===== config.mk =====
export PLATFORM = sky130hd
export DESIGN_NAME = spi_slave_daisy_chain
export DESIGN_NICKNAME = d
export VERILOG_FILES = /design/src/spi_frame_pkg.sv /design/src/frame_fifo.sv /design/src/spi_slave_daisy_chain.sv
export SDC_FILE = /design/constraint.sdc
export NUM_CORES = 1
export LEC_CHECK = 0
export BUFFER_PORTS_ARGS = -buffer_cell sky130_fd_sc_hd__buf_2
export CAP_MARGIN = 10
export CORE_MARGIN = 8
export CORE_UTILIZATION = 28
export DETAILED_ROUTE_END_ITERATION = 8
export MAX_ROUTING_LAYER = met4
export RECOVER_POWER = 25
export SLEW_MARGIN = 25
export SYNTH_ARGS = -nofsm -noshare
export SYNTH_HDL_FRONTEND = slang
export SYNTH_SLANG_ARGS = --single-unit

===== constraint.sdc =====
create_clock -name ref_clk_in -period 6.6 [get_ports ref_clk_in]
set_input_delay 0.33 -clock ref_clk_in [delete_from_list [all_inputs] [get_ports ref_clk_in]]
set_output_delay 0.33 -clock ref_clk_in [all_outputs]
set_load 0.02 [all_outputs]

===== src/spi_frame_pkg.sv =====
// shared constants for the serial frame slave
package spi_frame_pkg;
    localparam int FRAME_BITS        = 32;
    localparam int CLK_MHZ           = 200;
    localparam int FILTER_TIME_NS    = 500;
    localparam int FILTER_CYCLES     = (FILTER_TIME_NS * CLK_MHZ + 999) / 1000;
    localparam int FIFO_DEPTH        = 4;
    localparam logic [31:0] IDLE_REPLY = 32'h00000000;
    localparam int BIT_CNT_W         = 5;
endpackage


===== src/frame_fifo.sv =====
// small synchronous fifo for received frames
`timescale 1ns/1ps
module frame_fifo #(
    parameter int WIDTH = 32,
    parameter int DEPTH = 4
) (
    input  wire logic             ref_clk_in,
    input  wire logic             srst_in,
    input  wire logic             ce_in,
    input  wire logic             in_valid_in,
    output logic                  in_ready_out,
    input  wire logic [WIDTH-1:0] in_data_in,
    output logic                  out_valid_out,
    input  wire logic             out_ready_in,
    output logic [WIDTH-1:0]      out_data_out
);
    localparam int AW = (DEPTH > 1) ? $clog2(DEPTH) : 1;
    if (WIDTH < 1 || DEPTH < 2 || (DEPTH & (DEPTH - 1)) != 0) begin : g_bad_param
        $error("fifo width or depth out of range");
    end
    logic [WIDTH-1:0] mem [DEPTH];
    logic [AW:0]      wr_ptr;
    logic [AW:0]      rd_ptr;
    logic [AW:0]      next_wr_ptr;
    logic [AW:0]      next_rd_ptr;
    logic             do_wr;
    logic             do_rd;
    always_comb begin
        in_ready_out  = (wr_ptr - rd_ptr) != (AW + 1)'(DEPTH);
        out_valid_out = wr_ptr != rd_ptr;
        out_data_out  = mem[rd_ptr[AW-1:0]];
        do_wr         = in_valid_in && in_ready_out;
        do_rd         = out_valid_out && out_ready_in;
        next_wr_ptr   = wr_ptr + (AW + 1)'(do_wr);
        next_rd_ptr   = rd_ptr + (AW + 1)'(do_rd);
    end
    always_ff @(posedge ref_clk_in) begin
        if (srst_in) begin
            wr_ptr <= '0;
            rd_ptr <= '0;
        end else if (ce_in) begin
            wr_ptr <= next_wr_ptr;
            rd_ptr <= next_rd_ptr;
            if (do_wr) begin
                mem[wr_ptr[AW-1:0]] <= in_data_in;
            end
        end
    end
endmodule


===== src/spi_slave_daisy_chain.sv =====
// serial frame slave with daisy chain path, pin filters and frame fifo
//
// Operation
// - frames are 32 bits, full duplex, and a transfer may be any multiple of 32 clocks.
// - mode 1: clock idles low, input is captured on the second edge of each bit.
// - select is active low and the slave only responds while it is low.
// - received frames configure the device and status returns on the same link.
// - in a chain all slaves share the select and output feeds the next input.
// - data passes through the 32-bit shift path, one frame per 32 clocks.
// - reset and both disable inputs ignore pulses shorter than the filter time.
// - frames shift most significant bit first both ways.
// - the answer to a frame is returned during the next frame.
// - the last bit of each frame is odd parity, generated and checked; the IDLE_REPLY answer of all zeros goes out with even parity.
// - in reset the output is released and clock and input are ignored.
`timescale 1ns/1ps
module spi_slave_daisy_chain
    import spi_frame_pkg::*;
#(
    parameter int FILTER_LEN = FILTER_CYCLES,
    parameter int DEPTH      = FIFO_DEPTH
) (
    input  wire logic        ref_clk_in,
    input  wire logic        srst_in,
    input  wire logic        ce_in,
    input  wire logic        sclk_in,
    input  wire logic        sdi_in,
    input  wire logic        select_low_in,
    output logic             sdo_out,
    output logic             sdo_oe_out,
    input  wire logic        hard_reset_pin_in,
    input  wire logic        shutoff_request_high_in,
    input  wire logic        shutoff_request_low_bidir_in,
    output logic             hard_reset_active_out,
    output logic             shutoff_high_out,
    output logic             shutoff_low_out,
    output logic             frame_valid_out,
    output logic [31:0]      frame_data_out,
    output logic             frame_parity_ok_out,
    input  wire logic        frame_ready_in,
    input  wire logic [31:0] reply_data_in,
    output logic             overflow_out
);
    if (FILTER_LEN < 1 || DEPTH < 2) begin : g_bad_param
        $error("filter length or fifo depth out of range");
    end
    localparam int FW = $clog2(FILTER_LEN + 1);
    localparam int NPIN = 6;

    // all pins pass two flops before use
    logic [NPIN-1:0] sync1;
    logic [NPIN-1:0] sync2;
    logic [NPIN-1:0] sync3;
    always_ff @(posedge ref_clk_in) begin
        if (srst_in) begin
            // idle pin levels, so no false edge follows reset
            sync1 <= 6'h1e;
            sync2 <= 6'h1e;
            sync3 <= 6'h1e;
        end else if (ce_in) begin
            sync1 <= {shutoff_request_low_bidir_in, shutoff_request_high_in,
                      hard_reset_pin_in, select_low_in, sdi_in, sclk_in};
            sync2 <= sync1;
            sync3 <= sync2;
        end
    end
    logic sdi_s, sel_s;
    logic sclk_rise, sclk_fall, sel_rise, sel_fall;
    always_comb begin
        sdi_s     = sync2[1];
        sel_s     = sync2[2];
        sclk_rise = sync2[0] && !sync3[0];
        sclk_fall = !sync2[0] && sync3[0];
        sel_rise  = sync2[2] && !sync3[2];
        sel_fall  = !sync2[2] && sync3[2];
    end

    // glitch filters: a level only changes after staying stable long enough
    logic [2:0]    filt;
    logic [2:0]    next_filt;
    logic [FW-1:0] fcnt [3];
    logic [FW-1:0] next_fcnt [3];
    genvar gi;
    generate
        for (gi = 0; gi < 3; gi++) begin : g_filt
            always_comb begin
                next_filt[gi] = filt[gi];
                next_fcnt[gi] = '0;
                if (sync2[3+gi] != filt[gi]) begin
                    next_fcnt[gi] = fcnt[gi] + FW'(1);
                    if (fcnt[gi] >= FW'(FILTER_LEN - 1)) begin
                        next_filt[gi] = sync2[3+gi];
                        next_fcnt[gi] = '0;
                    end
                end
            end
            always_ff @(posedge ref_clk_in) begin
                if (srst_in) begin
                    filt[gi] <= (gi == 2) ? 1'b0 : 1'b1;
                    fcnt[gi] <= '0;
                end else if (ce_in) begin
                    filt[gi] <= next_filt[gi];
                    fcnt[gi] <= next_fcnt[gi];
                end
            end
        end
    endgenerate
    logic in_reset;
    always_comb in_reset = !filt[0];

    // frame shifter
    logic [31:0]          shreg, next_shreg;
    logic [31:0]          reply, next_reply;
    logic [BIT_CNT_W-1:0] bcnt, next_bcnt;
    logic                 aligned, next_aligned;
    logic                 odd_bits, next_odd_bits;
    logic                 sdo, next_sdo;
    logic                 oe, next_oe;
    logic                 push;
    logic                 push_ready;
    logic                 ovf, next_ovf;
    logic                 pop_valid;
    logic [31:0]          pop_data;
    always_comb begin
        next_shreg    = shreg;
        next_reply    = reply;
        next_bcnt     = bcnt;
        next_aligned  = aligned;
        next_odd_bits = odd_bits;
        next_sdo      = sdo;
        next_oe       = oe;
        next_ovf      = ovf;
        push          = 1'b0;
        if (in_reset) begin
            next_oe      = 1'b0;
            next_bcnt    = '0;
            next_aligned = 1'b0;
            next_reply   = IDLE_REPLY;
        end else if (sel_fall) begin
            next_oe       = 1'b1;
            next_bcnt     = '0;
            next_aligned  = 1'b0;
            next_odd_bits = 1'b0;
            next_shreg    = reply;
            next_sdo      = reply[31];
        end else if (!sel_s) begin
            if (sclk_fall) begin
                next_shreg = {shreg[30:0], sdi_s};
                next_bcnt  = bcnt + BIT_CNT_W'(1);
                next_aligned = (bcnt == BIT_CNT_W'(FRAME_BITS - 1));
                // mid-frame flag, cleared again at every 32-bit boundary
                next_odd_bits = (bcnt != BIT_CNT_W'(FRAME_BITS - 1));
            end
            if (sclk_rise && !(bcnt == '0 && !aligned && !odd_bits)) begin
                next_sdo = shreg[31];
            end
        end else if (sel_rise) begin
            next_oe = 1'b0;
            if (aligned && !odd_bits) begin
                push = 1'b1;
                if (!push_ready) begin
                    next_ovf = 1'b1;
                end
                // parity bad frames get the empty answer
                next_reply = (^shreg) ? {reply_data_in[31:1], ~^reply_data_in[31:1]}
                                      : IDLE_REPLY;
            end else begin
                next_reply = IDLE_REPLY;
            end
        end
    end
    always_ff @(posedge ref_clk_in) begin
        if (srst_in) begin
            shreg    <= '0;
            reply    <= IDLE_REPLY;
            bcnt     <= '0;
            aligned  <= 1'b0;
            odd_bits <= 1'b0;
            sdo      <= 1'b0;
            oe       <= 1'b0;
            ovf      <= 1'b0;
        end else if (ce_in) begin
            shreg    <= next_shreg;
            reply    <= next_reply;
            bcnt     <= next_bcnt;
            aligned  <= next_aligned;
            odd_bits <= next_odd_bits;
            sdo      <= next_sdo;
            oe       <= next_oe;
            ovf      <= next_ovf;
        end
    end

    // fifo decouples frame commits from a slow consumer
    frame_fifo #(
        .WIDTH (32),
        .DEPTH (DEPTH)
    ) u_fifo (
        .ref_clk_in    (ref_clk_in),
        .srst_in       (srst_in),
        .ce_in         (ce_in),
        .in_valid_in   (push),
        .in_ready_out  (push_ready),
        .in_data_in    (shreg),
        .out_valid_out (pop_valid),
        .out_ready_in  (!frame_valid_out || frame_ready_in),
        .out_data_out  (pop_data)
    );

    // registered output stage; valid never waits for ready
    logic        fv, next_fv;
    logic [31:0] fd, next_fd;
    logic        fp, next_fp;
    logic        rst_flag, next_rst_flag;
    logic        low_flag, next_low_flag;
    always_comb begin
        next_fv = fv && !frame_ready_in;
        next_fd = fd;
        if (pop_valid && (!fv || frame_ready_in)) begin
            next_fv = 1'b1;
            next_fd = pop_data;
        end
        next_fp       = ^next_fd;
        next_rst_flag = !next_filt[0];
        next_low_flag = !next_filt[2];
    end
    always_ff @(posedge ref_clk_in) begin
        if (srst_in) begin
            fv       <= 1'b0;
            fd       <= '0;
            fp       <= 1'b0;
            rst_flag <= 1'b0;
            low_flag <= 1'b1;
        end else if (ce_in) begin
            fv       <= next_fv;
            fd       <= next_fd;
            fp       <= next_fp;
            rst_flag <= next_rst_flag;
            low_flag <= next_low_flag;
        end
    end
    always_comb begin
        frame_valid_out       = fv;
        frame_data_out        = fd;
        frame_parity_ok_out   = fp;
        sdo_out               = sdo;
        sdo_oe_out            = oe;
        hard_reset_active_out = rst_flag;
        shutoff_high_out      = filt[1];
        shutoff_low_out       = low_flag;
        overflow_out          = ovf;
    end
endmodule


==> impl_metrics.toml, run 1 <==
[power]
p_int_uw = 2970
power_per_cell_area_nw_per_um2 = 267
vdd_drop_max_mv = 0.184
p_switching_uw = 831
power_frac_clock_pct = 44.2
pwr-share-comb_pct = 5.6
seq_power_share_pct = 50.2
leakagePower_uw = 0.00514
swShare_pct = 21.9

[outcome]
status = "finished, final reports clean"

[die]
initial_utilization_pct = 28.2
row_count = 76
fp.dieH_um = 224
core_um2 = 42900
dieWidth_um = 224
dieArea_um2 = 50200
pin_count = 82

[route]
wire_per_inst_um = 15.8
drc = 0
ant_nets = 0
first_iter_violations = 381
wirelength_um = 25900
firstDrtPassIters = 5
vias_per_cell = 4.43
via_count = 7264

[logic_synthesis]
synthesis.area_um2 = 12100
synth-seq-cells = 284
ys_seq_area_share_pct = 59.3
yosysTopAreaCellShare_pct = 36.9
yosys_warnings = 0
synth_flop_cell = "edfxtp_1"
avgSynthCellArea_um2 = 12.8
yosysUniqueCellTypes = 42
syn_nets = 1005
synth_edf_count = 149
synth_top_area_cell = "edfxtp_1"
synth_area_leaders = "edfxtp_1 (37%), dfxtp_1 (22%), mux2i_1 (7.7%)"
synthArstFlopShare_pct = 0
synthCells = 948

[worst_setup_path]
worstReg2RegStart = "sync2[2]$_SDFFE_PP1P_"
critPathArrivalTime_ns = 3.55
cp_top_family = "simple AND/OR/NAND/NOR gates"
crit_type = "flop to flop"
max_stage_delay_ns = 0.76
crit_fanout = 40
critPathCaptureType = "flop"
critical-path-slowest-cell = "and3_2"
required_ns = 6.77
critPathLaunchType = "flop"
crit_start = "sync2[2]$_SDFFE_PP1P_"
cp.buffers_inverters = 2
path_cells = "inv_1 -> ha_2 -> buf_4 -> nand2b_1 -> or4_1 -> or2_2 -> nor2_1 -> and3_2"

[job]
max_cap_viol_count = 0

[sta]
max_freq_ghz = 0.296
period_needed_ns = 3.38
holdWs_ns = 0.0294
tns_ns = 0
finClkSkew_ns = 0.0295
drv_slew = 0
finalSetupViolations = 0
rsz0062_at_grt = "no"
hold_violations = 0
worst_pin_slew_ns = 0.869
finalCritPeriodShare_pct = 51.2
relSlewSlack_pct = 42.1

[place]
placed_area_um2 = 13100
numPortBuffers = 80
globalplace.congestion = 0.722
hpwl_um = 17600
dp_cells = 1575

[global_route]
antenna_found_initial = 3
grt_pass1_vias = 7262
grt_overflow = 0
grt_max_degree = 66
grtUsageTotal_pct = 10.5
grt_pass1_wl_um = 41100

[clocking]
tritoncts = "built"
cts.path.max_buffers = 3
h-tree-depth = 1
cts_buffers = 28
clock-sinks = 284
clkLatencyLatePin_ns = 0.57
post_cts_buffers = 0
cts_resized = 0
clkTransAtPathRegs_ns = 0.06
clockRootBuffer = "clkbuf_16"
ctsHoldBuffers = 11

[hold_path]
hp-class = "primary input to flop"
hold_start = "sclk_in"

[layout]
fin_nets = 1088
drive_gt1_share_pct = 17.1
fin_cells = 1641
area_growth_pct = 17.5
fin_area_um2 = 14200
nFillCells = 4230
==> state kept, by name, summed over array words and instances (netlist names), 2 cells and up, named ones only <==
register / cells
sync2: 6
u_fifo.rd_ptr: 3
sync3: 2
sync1: 6
reply: 32
fcnt: 21
bcnt: 5
frame_data_out: 32
u_fifo.mem: 128
filt: 2
u_fifo.wr_ptr: 3
shreg: 32
==> kinds of logic after synthesis <==
family | Yosys count | share of synthesized area [%]
compound gates | 100 | 5.78
buf+inv | 65 | 2.47
fa+ha+maj | 15 | 1.55
xor+xnor | 127 | 9.30
mux | 126 | 13.8
flops | 284 | 59.3
simple gates | 231 | 7.84
==> metal layers <==
metal  up-vias  track usage [%]  routed length (um)
met5         -                -                   0
met4         0             3.44                 609
met3        36             1.56                 955
met2       115             16.0               11500
met1      3526             14.1               12800
li1       3587                -                   -
==> power by group through the flow <==
stage	clock network (uW)	logic [uW]	registers [uW]
6_report	1680	213	1910
5_1_grt	1790	235	1910
4_1_cts	1730	218	1910
3_5_place_dp	0	212	1940
3_3_place_gp	0	210	1940
2_1_floorplan	0	157	1930
==> placed cells by master (no fill, tap or decap), types with 10 or more instances in the layout <==
master,instances
edfxtp_1,149
nor2_1,148
dfxtp_1,133
mux2i_1,93
xnor2_1,82
buf_2,79
xor2_1,44
nand2_1,42
a22oi_1,33
a211oi_1,32
mux4_2,30
clkbuf_16,29
inv_1,16
nand3_1,15
a21oi_1,14
ha_1,14
buf_4,12
dlygate4sd3_1,11
o21ai_0,10
==> worst register-to-register path: cells and delay by family (launching register included) <==
kind,cells,cell delay (ns)
AND/OR/NAND/NOR,5,1.96
buffers and inverters,2,0.43
flip-flops,1,0.39
adder cells (fa/ha/maj),1,0.20
==> area by class of cell <==
class / instances / area [um2] / share of cell area (%)
Inverter: 16 / 60.1 / 0.422
Multi-Input combinational cell: 599 / 4660 / 32.8
Timing Repair Buffer: 102 / 596 / 4.19
Tap cell: 585 / 732 / 5.14
Clock buffer: 36 / 772 / 5.43
Antenna cell: 3 / 7.51 / 0.0528
Sequential cell: 284 / 7180 / 50.5
Clock inverter: 16 / 218 / 1.53
==> metrics by stage <==
stage | setup slack (ns) | util [%] | power, uW
detailed placement | 3.13 | 30.6 | 2160
floorplan | 1.47 | - | 2090
CTS | 3.10 | 33.2 | 3860
global route | 2.92 | 33.2 | 3940
finish | 3.22 | 33.2 | 3800
global placement | 3.14 | 30.6 | 2150
==> Yosys cell counts, types with 3 or more instances <==
master	instances
a22oi_1	33
nand2_1	42
inv_1	16
mux4_2	30
buf_6	3
buf_4	3
xnor2_1	82
a211oi_1	32
o21ai_0	10
clkbuf_1	33
nand3_1	15
and3_1	5
or3_1	4
a21oi_1	14
nor4_1	6
buf_1	5
a31oi_1	3
xor2_1	44
nor2_1	149
ha_1	15
buf_2	4
dfxtp_1	135
mux2i_1	93
edfxtp_1	149
==> path summary, 6_finish.rpt <==
check                           endpoint  slack (ns)  cells past startpoint
max          u_fifo.mem[3][19]$_DFFE_PP_        3.22                      8
max reg2reg  u_fifo.mem[3][19]$_DFFE_PP_        3.22                      8
min reg2reg    overflow_out$_SDFFE_PP0P_        0.46                      2
min                sync1[0]$_SDFFE_PP0P_        0.03                      3
(Power assumes the default switching activity.)
==> run 2: changes to the inputs <==
Clock period 6.6 ns to 2.7 ns, I/O delays scaled along.
==> impl_metrics.toml, run 2 (synthesized netlist as in run 1, its figures left out) <==
[global_route]
antenna_found_initial = 3
grt_pass1_wl_um = 42700
grt_overflow = 0
grt_pass1_vias = 7569
grt_max_degree = 76
grtUsageTotal_pct = 10.9

[die]
initial_utilization_pct = 28.2
dieArea_um2 = 50200
pin_count = 82
dieWidth_um = 224
core_um2 = 42900
row_count = 76
fp.dieH_um = 224

[sta]
setup_slack_ns = 0.148
finalSetupViolations = 0
drv_slew = 76
hold_violations = 0
worst_pin_slew_ns = 1.55
finalCritPeriodShare_pct = 94.5
period_needed_ns = 2.55
finClkSkew_ns = 0.0166
max_freq_ghz = 0.392
holdWs_ns = 0.0968
tns_ns = 0
relSlewSlack_pct = -3.61

[route]
via_count = 7503
wire_per_inst_um = 15.9
drc = 0
firstDrtPassIters = 4
wirelength_um = 27000
vias_per_cell = 4.43
ant_nets = 0
first_iter_violations = 331

[worst_setup_path]
worstReg2RegStart = "u_fifo.rd_ptr[1]$_SDFFE_PP0P_"
crit_type = "flop to flop"
required_ns = 3.18
crit_fanout = 12
path_cells = "inv_1 -> ha_1 -> nand2_1 -> o22ai_4 -> buf_12 -> buf_6 -> mux2i_4 -> xnor2_1 -> xnor2_1 -> xnor2_1 -> xnor3_1 -> o21ai_1"
critPathLaunchType = "flop"
critical-path-slowest-cell = "dfxtp_1"
cp_common_cell = "xnor2_1"
critPathArrivalTime_ns = 3.03
critPathCaptureType = "flop"
max_stage_delay_ns = 0.35
crit_start = "u_fifo.rd_ptr[1]$_SDFFE_PP0P_"
cp_top_family = "XOR/XNOR gates"
cp.buffers_inverters = 3

[hold_path]
hp-class = "primary input to flop"
hold_start = "ce_in"

[clocking]
clkTransAtPathRegs_ns = 0.06
cts.path.max_buffers = 3
clock-sinks = 284
cts_buffers = 27
tritoncts = "built"
clockRootBuffer = "clkbuf_16"
h-tree-depth = 1
clkLatencyLatePin_ns = 0.55

[layout]
final_cell_mix = "edfxtp_1 (149), nor2_1 (148), dfxtp_1 (134)"
fin_nets = 1142
final_common_cell = "edfxtp_1"
post-route-util_pct = 34.7
largest_register_ffs = 128
area_growth_pct = 22.8
drive_gt1_share_pct = 18.5

[power]
leakagePower_uw = 0.00538
vdd_drop_max_mv = 0.395
power_per_cell_area_nw_per_um2 = 617

[outcome]
status = "complete, but fails checks"
failed_checks = "max-capacitance violations, max-slew violations"

[job]
max_cap_viol_count = 1

[place]
globalplace.congestion = 0.745
hpwl_um = 18700
numPortBuffers = 80
dp_slack_ns = 0.0163
==> run 2: path summary, 6_finish.rpt <==
path / end / slack (ns) / depth (start not counted)
worst max-delay path: frame_parity_ok_out$_SDFFE_PP0P_ / 0.15 / 12
worst min-delay path: frame_parity_ok_out$_SDFFE_PP0P_ / 0.1 / 4
worst max register to register: frame_parity_ok_out$_SDFFE_PP0P_ / 0.15 / 12
worst min register to register: overflow_out$_SDFFE_PP0P_ / 0.46 / 2
==> run 2: what timing repair did <==
item / 4_1_cts / 5_1_grt
hold buffers: 38 / 0
setup buffers: 0 / 3
endpoints found under the setup margin: 0 / 1
resized for setup: 0 / 12
hold endpoints to repair: 38 / 0
==> run 2: area by class of cell <==
| cell class | count | area (um2) |
|---|---|---|
| multi-input combinational | 599 | 4750 |
| clock inverter | 15 | 189 |
| sequential | 284 | 7180 |
| inverter | 16 | 60.1 |
| clock buffer | 35 | 747 |
| timing repair buffer | 157 | 1200 |
| fill | 4149 | 28000 |
| antenna | 3 | 7.51 |
| tap | 585 | 732 |
==> run 2: routing by layer <==
metal  track usage (%)  up-vias  wire, um
li1                  -     3701         -
met1              14.4     3642     12700
met2              16.9      122     12500
met3              1.91       38      1170
met4              3.36        0       580
met5                 -        -         0
==> run 2: through the flow <==
| stage | area (um2) | std cells | total power (uW) |
|---|---|---|---|
| 2_1_floorplan | 12200 | 948 | 5110 |
| 3_3_place_gp | 13500 | 1601 | 5280 |
| 3_5_place_dp | 13500 | 1601 | 5290 |
| 4_1_cts | 14800 | 1689 | 9310 |
| 5_1_grt | 14900 | 1694 | 9520 |
| 6_report | 14900 | 1694 | 9180 |
==> run 2: worst min-delay path: cells and delay by family <==
family                 cells  cell delay (ns)
AND/OR/NAND/NOR            2             0.26
AO/OA/AOI/OAI              1             0.05
buffers and inverters      1             0.14
==> run 2: report_power, final <==
group / total [uW] / switching (uW) / internal, uW
clock network: 3960 / 1610 / 2340
registers: 4650 / 71.3 / 4580
logic: 570 / 296 / 275
==> run 3: changes to the inputs <==
Settings changed: RECOVER_POWER 25 to 50.
==> impl_metrics.toml, run 3 (synthesized netlist as in run 1, its figures left out) <==
[outcome]
status = "complete, but fails checks"
failed_checks = "max-capacitance violations, max-slew violations"

[power]
power_uw = 9180
power_frac_clock_pct = 43.1
seq_power_share_pct = 50.7
swShare_pct = 21.6
vdd_drop_max_mv = 0.395
power_per_cell_area_nw_per_um2 = 620
pwr-share-comb_pct = 6.2
p_switching_uw = 1980
leakagePower_uw = 0.00521
p_int_uw = 7190

[clocking]
clockRootBuffer = "clkbuf_16"
clkTransAtPathRegs_ns = 0.06
cts.path.max_buffers = 3
clkLatencyLatePin_ns = 0.55
tritoncts = "built"
h-tree-depth = 1
clock-sinks = 284
cts_buffers = 27

[layout]
area_growth_pct = 22.3
final_cell_mix = "edfxtp_1 (149), nor2_1 (148), dfxtp_1 (134)"
drive_gt1_share_pct = 14.7
largest_register_ffs = 128
final_common_cell = "edfxtp_1"
fin_nets = 1142
post-route-util_pct = 34.5

[route]
firstDrtPassIters = 5
via_count = 7489
wire_per_inst_um = 16.0
wirelength_um = 27100
routed.top_layer = "met4"
drc = 0
vias_per_cell = 4.42
wl_met1_um = 12800
first_iter_violations = 331
wl_met2_um = 12600
met3_wirelength_um = 1170
ant_nets = 0

[sta]
period_needed_ns = 2.55
hold_violations = 0
drv_slew = 76
tns_ns = 0
finClkSkew_ns = 0.0169
relSlewSlack_pct = -3.65
finalSetupViolations = 0
finalCritPeriodShare_pct = 94.5
holdWs_ns = 0.0956
setup_slack_ns = 0.148
worst_pin_slew_ns = 1.55
max_freq_ghz = 0.392

[global_route]
grt_pass1_vias = 7569
grt_max_degree = 76
grt_pass1_wl_um = 42700
grtUsageTotal_pct = 10.9
grt_overflow = 0
antenna_found_initial = 3

[die]
fp.dieH_um = 224
dieWidth_um = 224
row_count = 76
initial_utilization_pct = 28.2
pin_count = 82
dieArea_um2 = 50200
core_um2 = 42900

[hold_path]
hp-class = "primary input to flop"

[place]
dp_slack_ns = 0.0163
hpwl_um = 18700
numPortBuffers = 80
globalplace.congestion = 0.745

[worst_setup_path]
crit_fanout = 10
critPathCaptureType = "flop"
required_ns = 3.18
critPathArrivalTime_ns = 3.03
crit_type = "flop to flop"
critPathLaunchType = "flop"

[job]
max_cap_viol_count = 1
[run 3: cell types whose count changed in the layout (fill, tap and decap cells not counted), sizes merged]
cell    previous run  this run
buf              112        71
clkbuf            42        83
[run 3: cell type report]
class | instances | area [um2]
Fill cell | 4155 | 28100
Tap cell | 585 | 732
Antenna cell | 3 | 7.51
Multi-Input combinational cell | 599 | 4750
Clock inverter | 15 | 189
Clock buffer | 35 | 747
Timing Repair Buffer | 157 | 1150
Sequential cell | 284 | 7180
Inverter | 16 | 60.1
[run 3: worst max-delay path: stages (launching register included)]
cell	delay, ns
dfxtp_4	0.39
buf_4	0.25
mux4_2	0.58
xnor2_1	0.19
nor2_1	0.06
a21oi_1	0.14
xnor2_1	0.16
xnor2_1	0.16
xnor3_1	0.41
o21ai_1	0.12
[run 3: path summary, 6_finish.rpt]
kind | start | endpoint | slack, ns | depth (start not counted)
worst max-delay path | flop | frame_parity_ok_out$_SDFFE_PP0P_ | 0.15 | 9
worst min-delay path | ce_in | frame_parity_ok_out$_SDFFE_PP0P_ | 0.1 | 4
worst max register to register | flop | frame_parity_ok_out$_SDFFE_PP0P_ | 0.15 | 9
worst min register to register | overflow_out$_SDFFE_PP0P_ | overflow_out$_SDFFE_PP0P_ | 0.46 | 2
[run 3: through the flow]
stage / std cells / cell area (um2)
finish: 1694 / 14800
global route: 1694 / 14800
CTS: 1689 / 14800
detailed placement: 1601 / 13500
global placement: 1601 / 13500
floorplan: 948 / 12200
[run 3: power groups by stage]
stage          clock (uW)  sequential [uW]  combinational, uW
2_1_floorplan           0             4720                386
3_3_place_gp            0             4740                541
3_5_place_dp            0             4750                547
4_1_cts              4070             4650                591
5_1_grt              4230             4660                637
6_report             3960             4650                569
[run 3: timing repair]
action	CTS	global route
hold buffers	38	0
hold endpoints to repair	38	0
gates resized for setup	0	12
endpoints found under the setup margin	0	1
buffers inserted	0	3
[run 3: metal layers]
layer	GRT usage, %	vias up
li1	-	3698
met1	14.4	3636
met2	16.9	117
met3	1.91	38
met4	3.36	0
met5	-	-
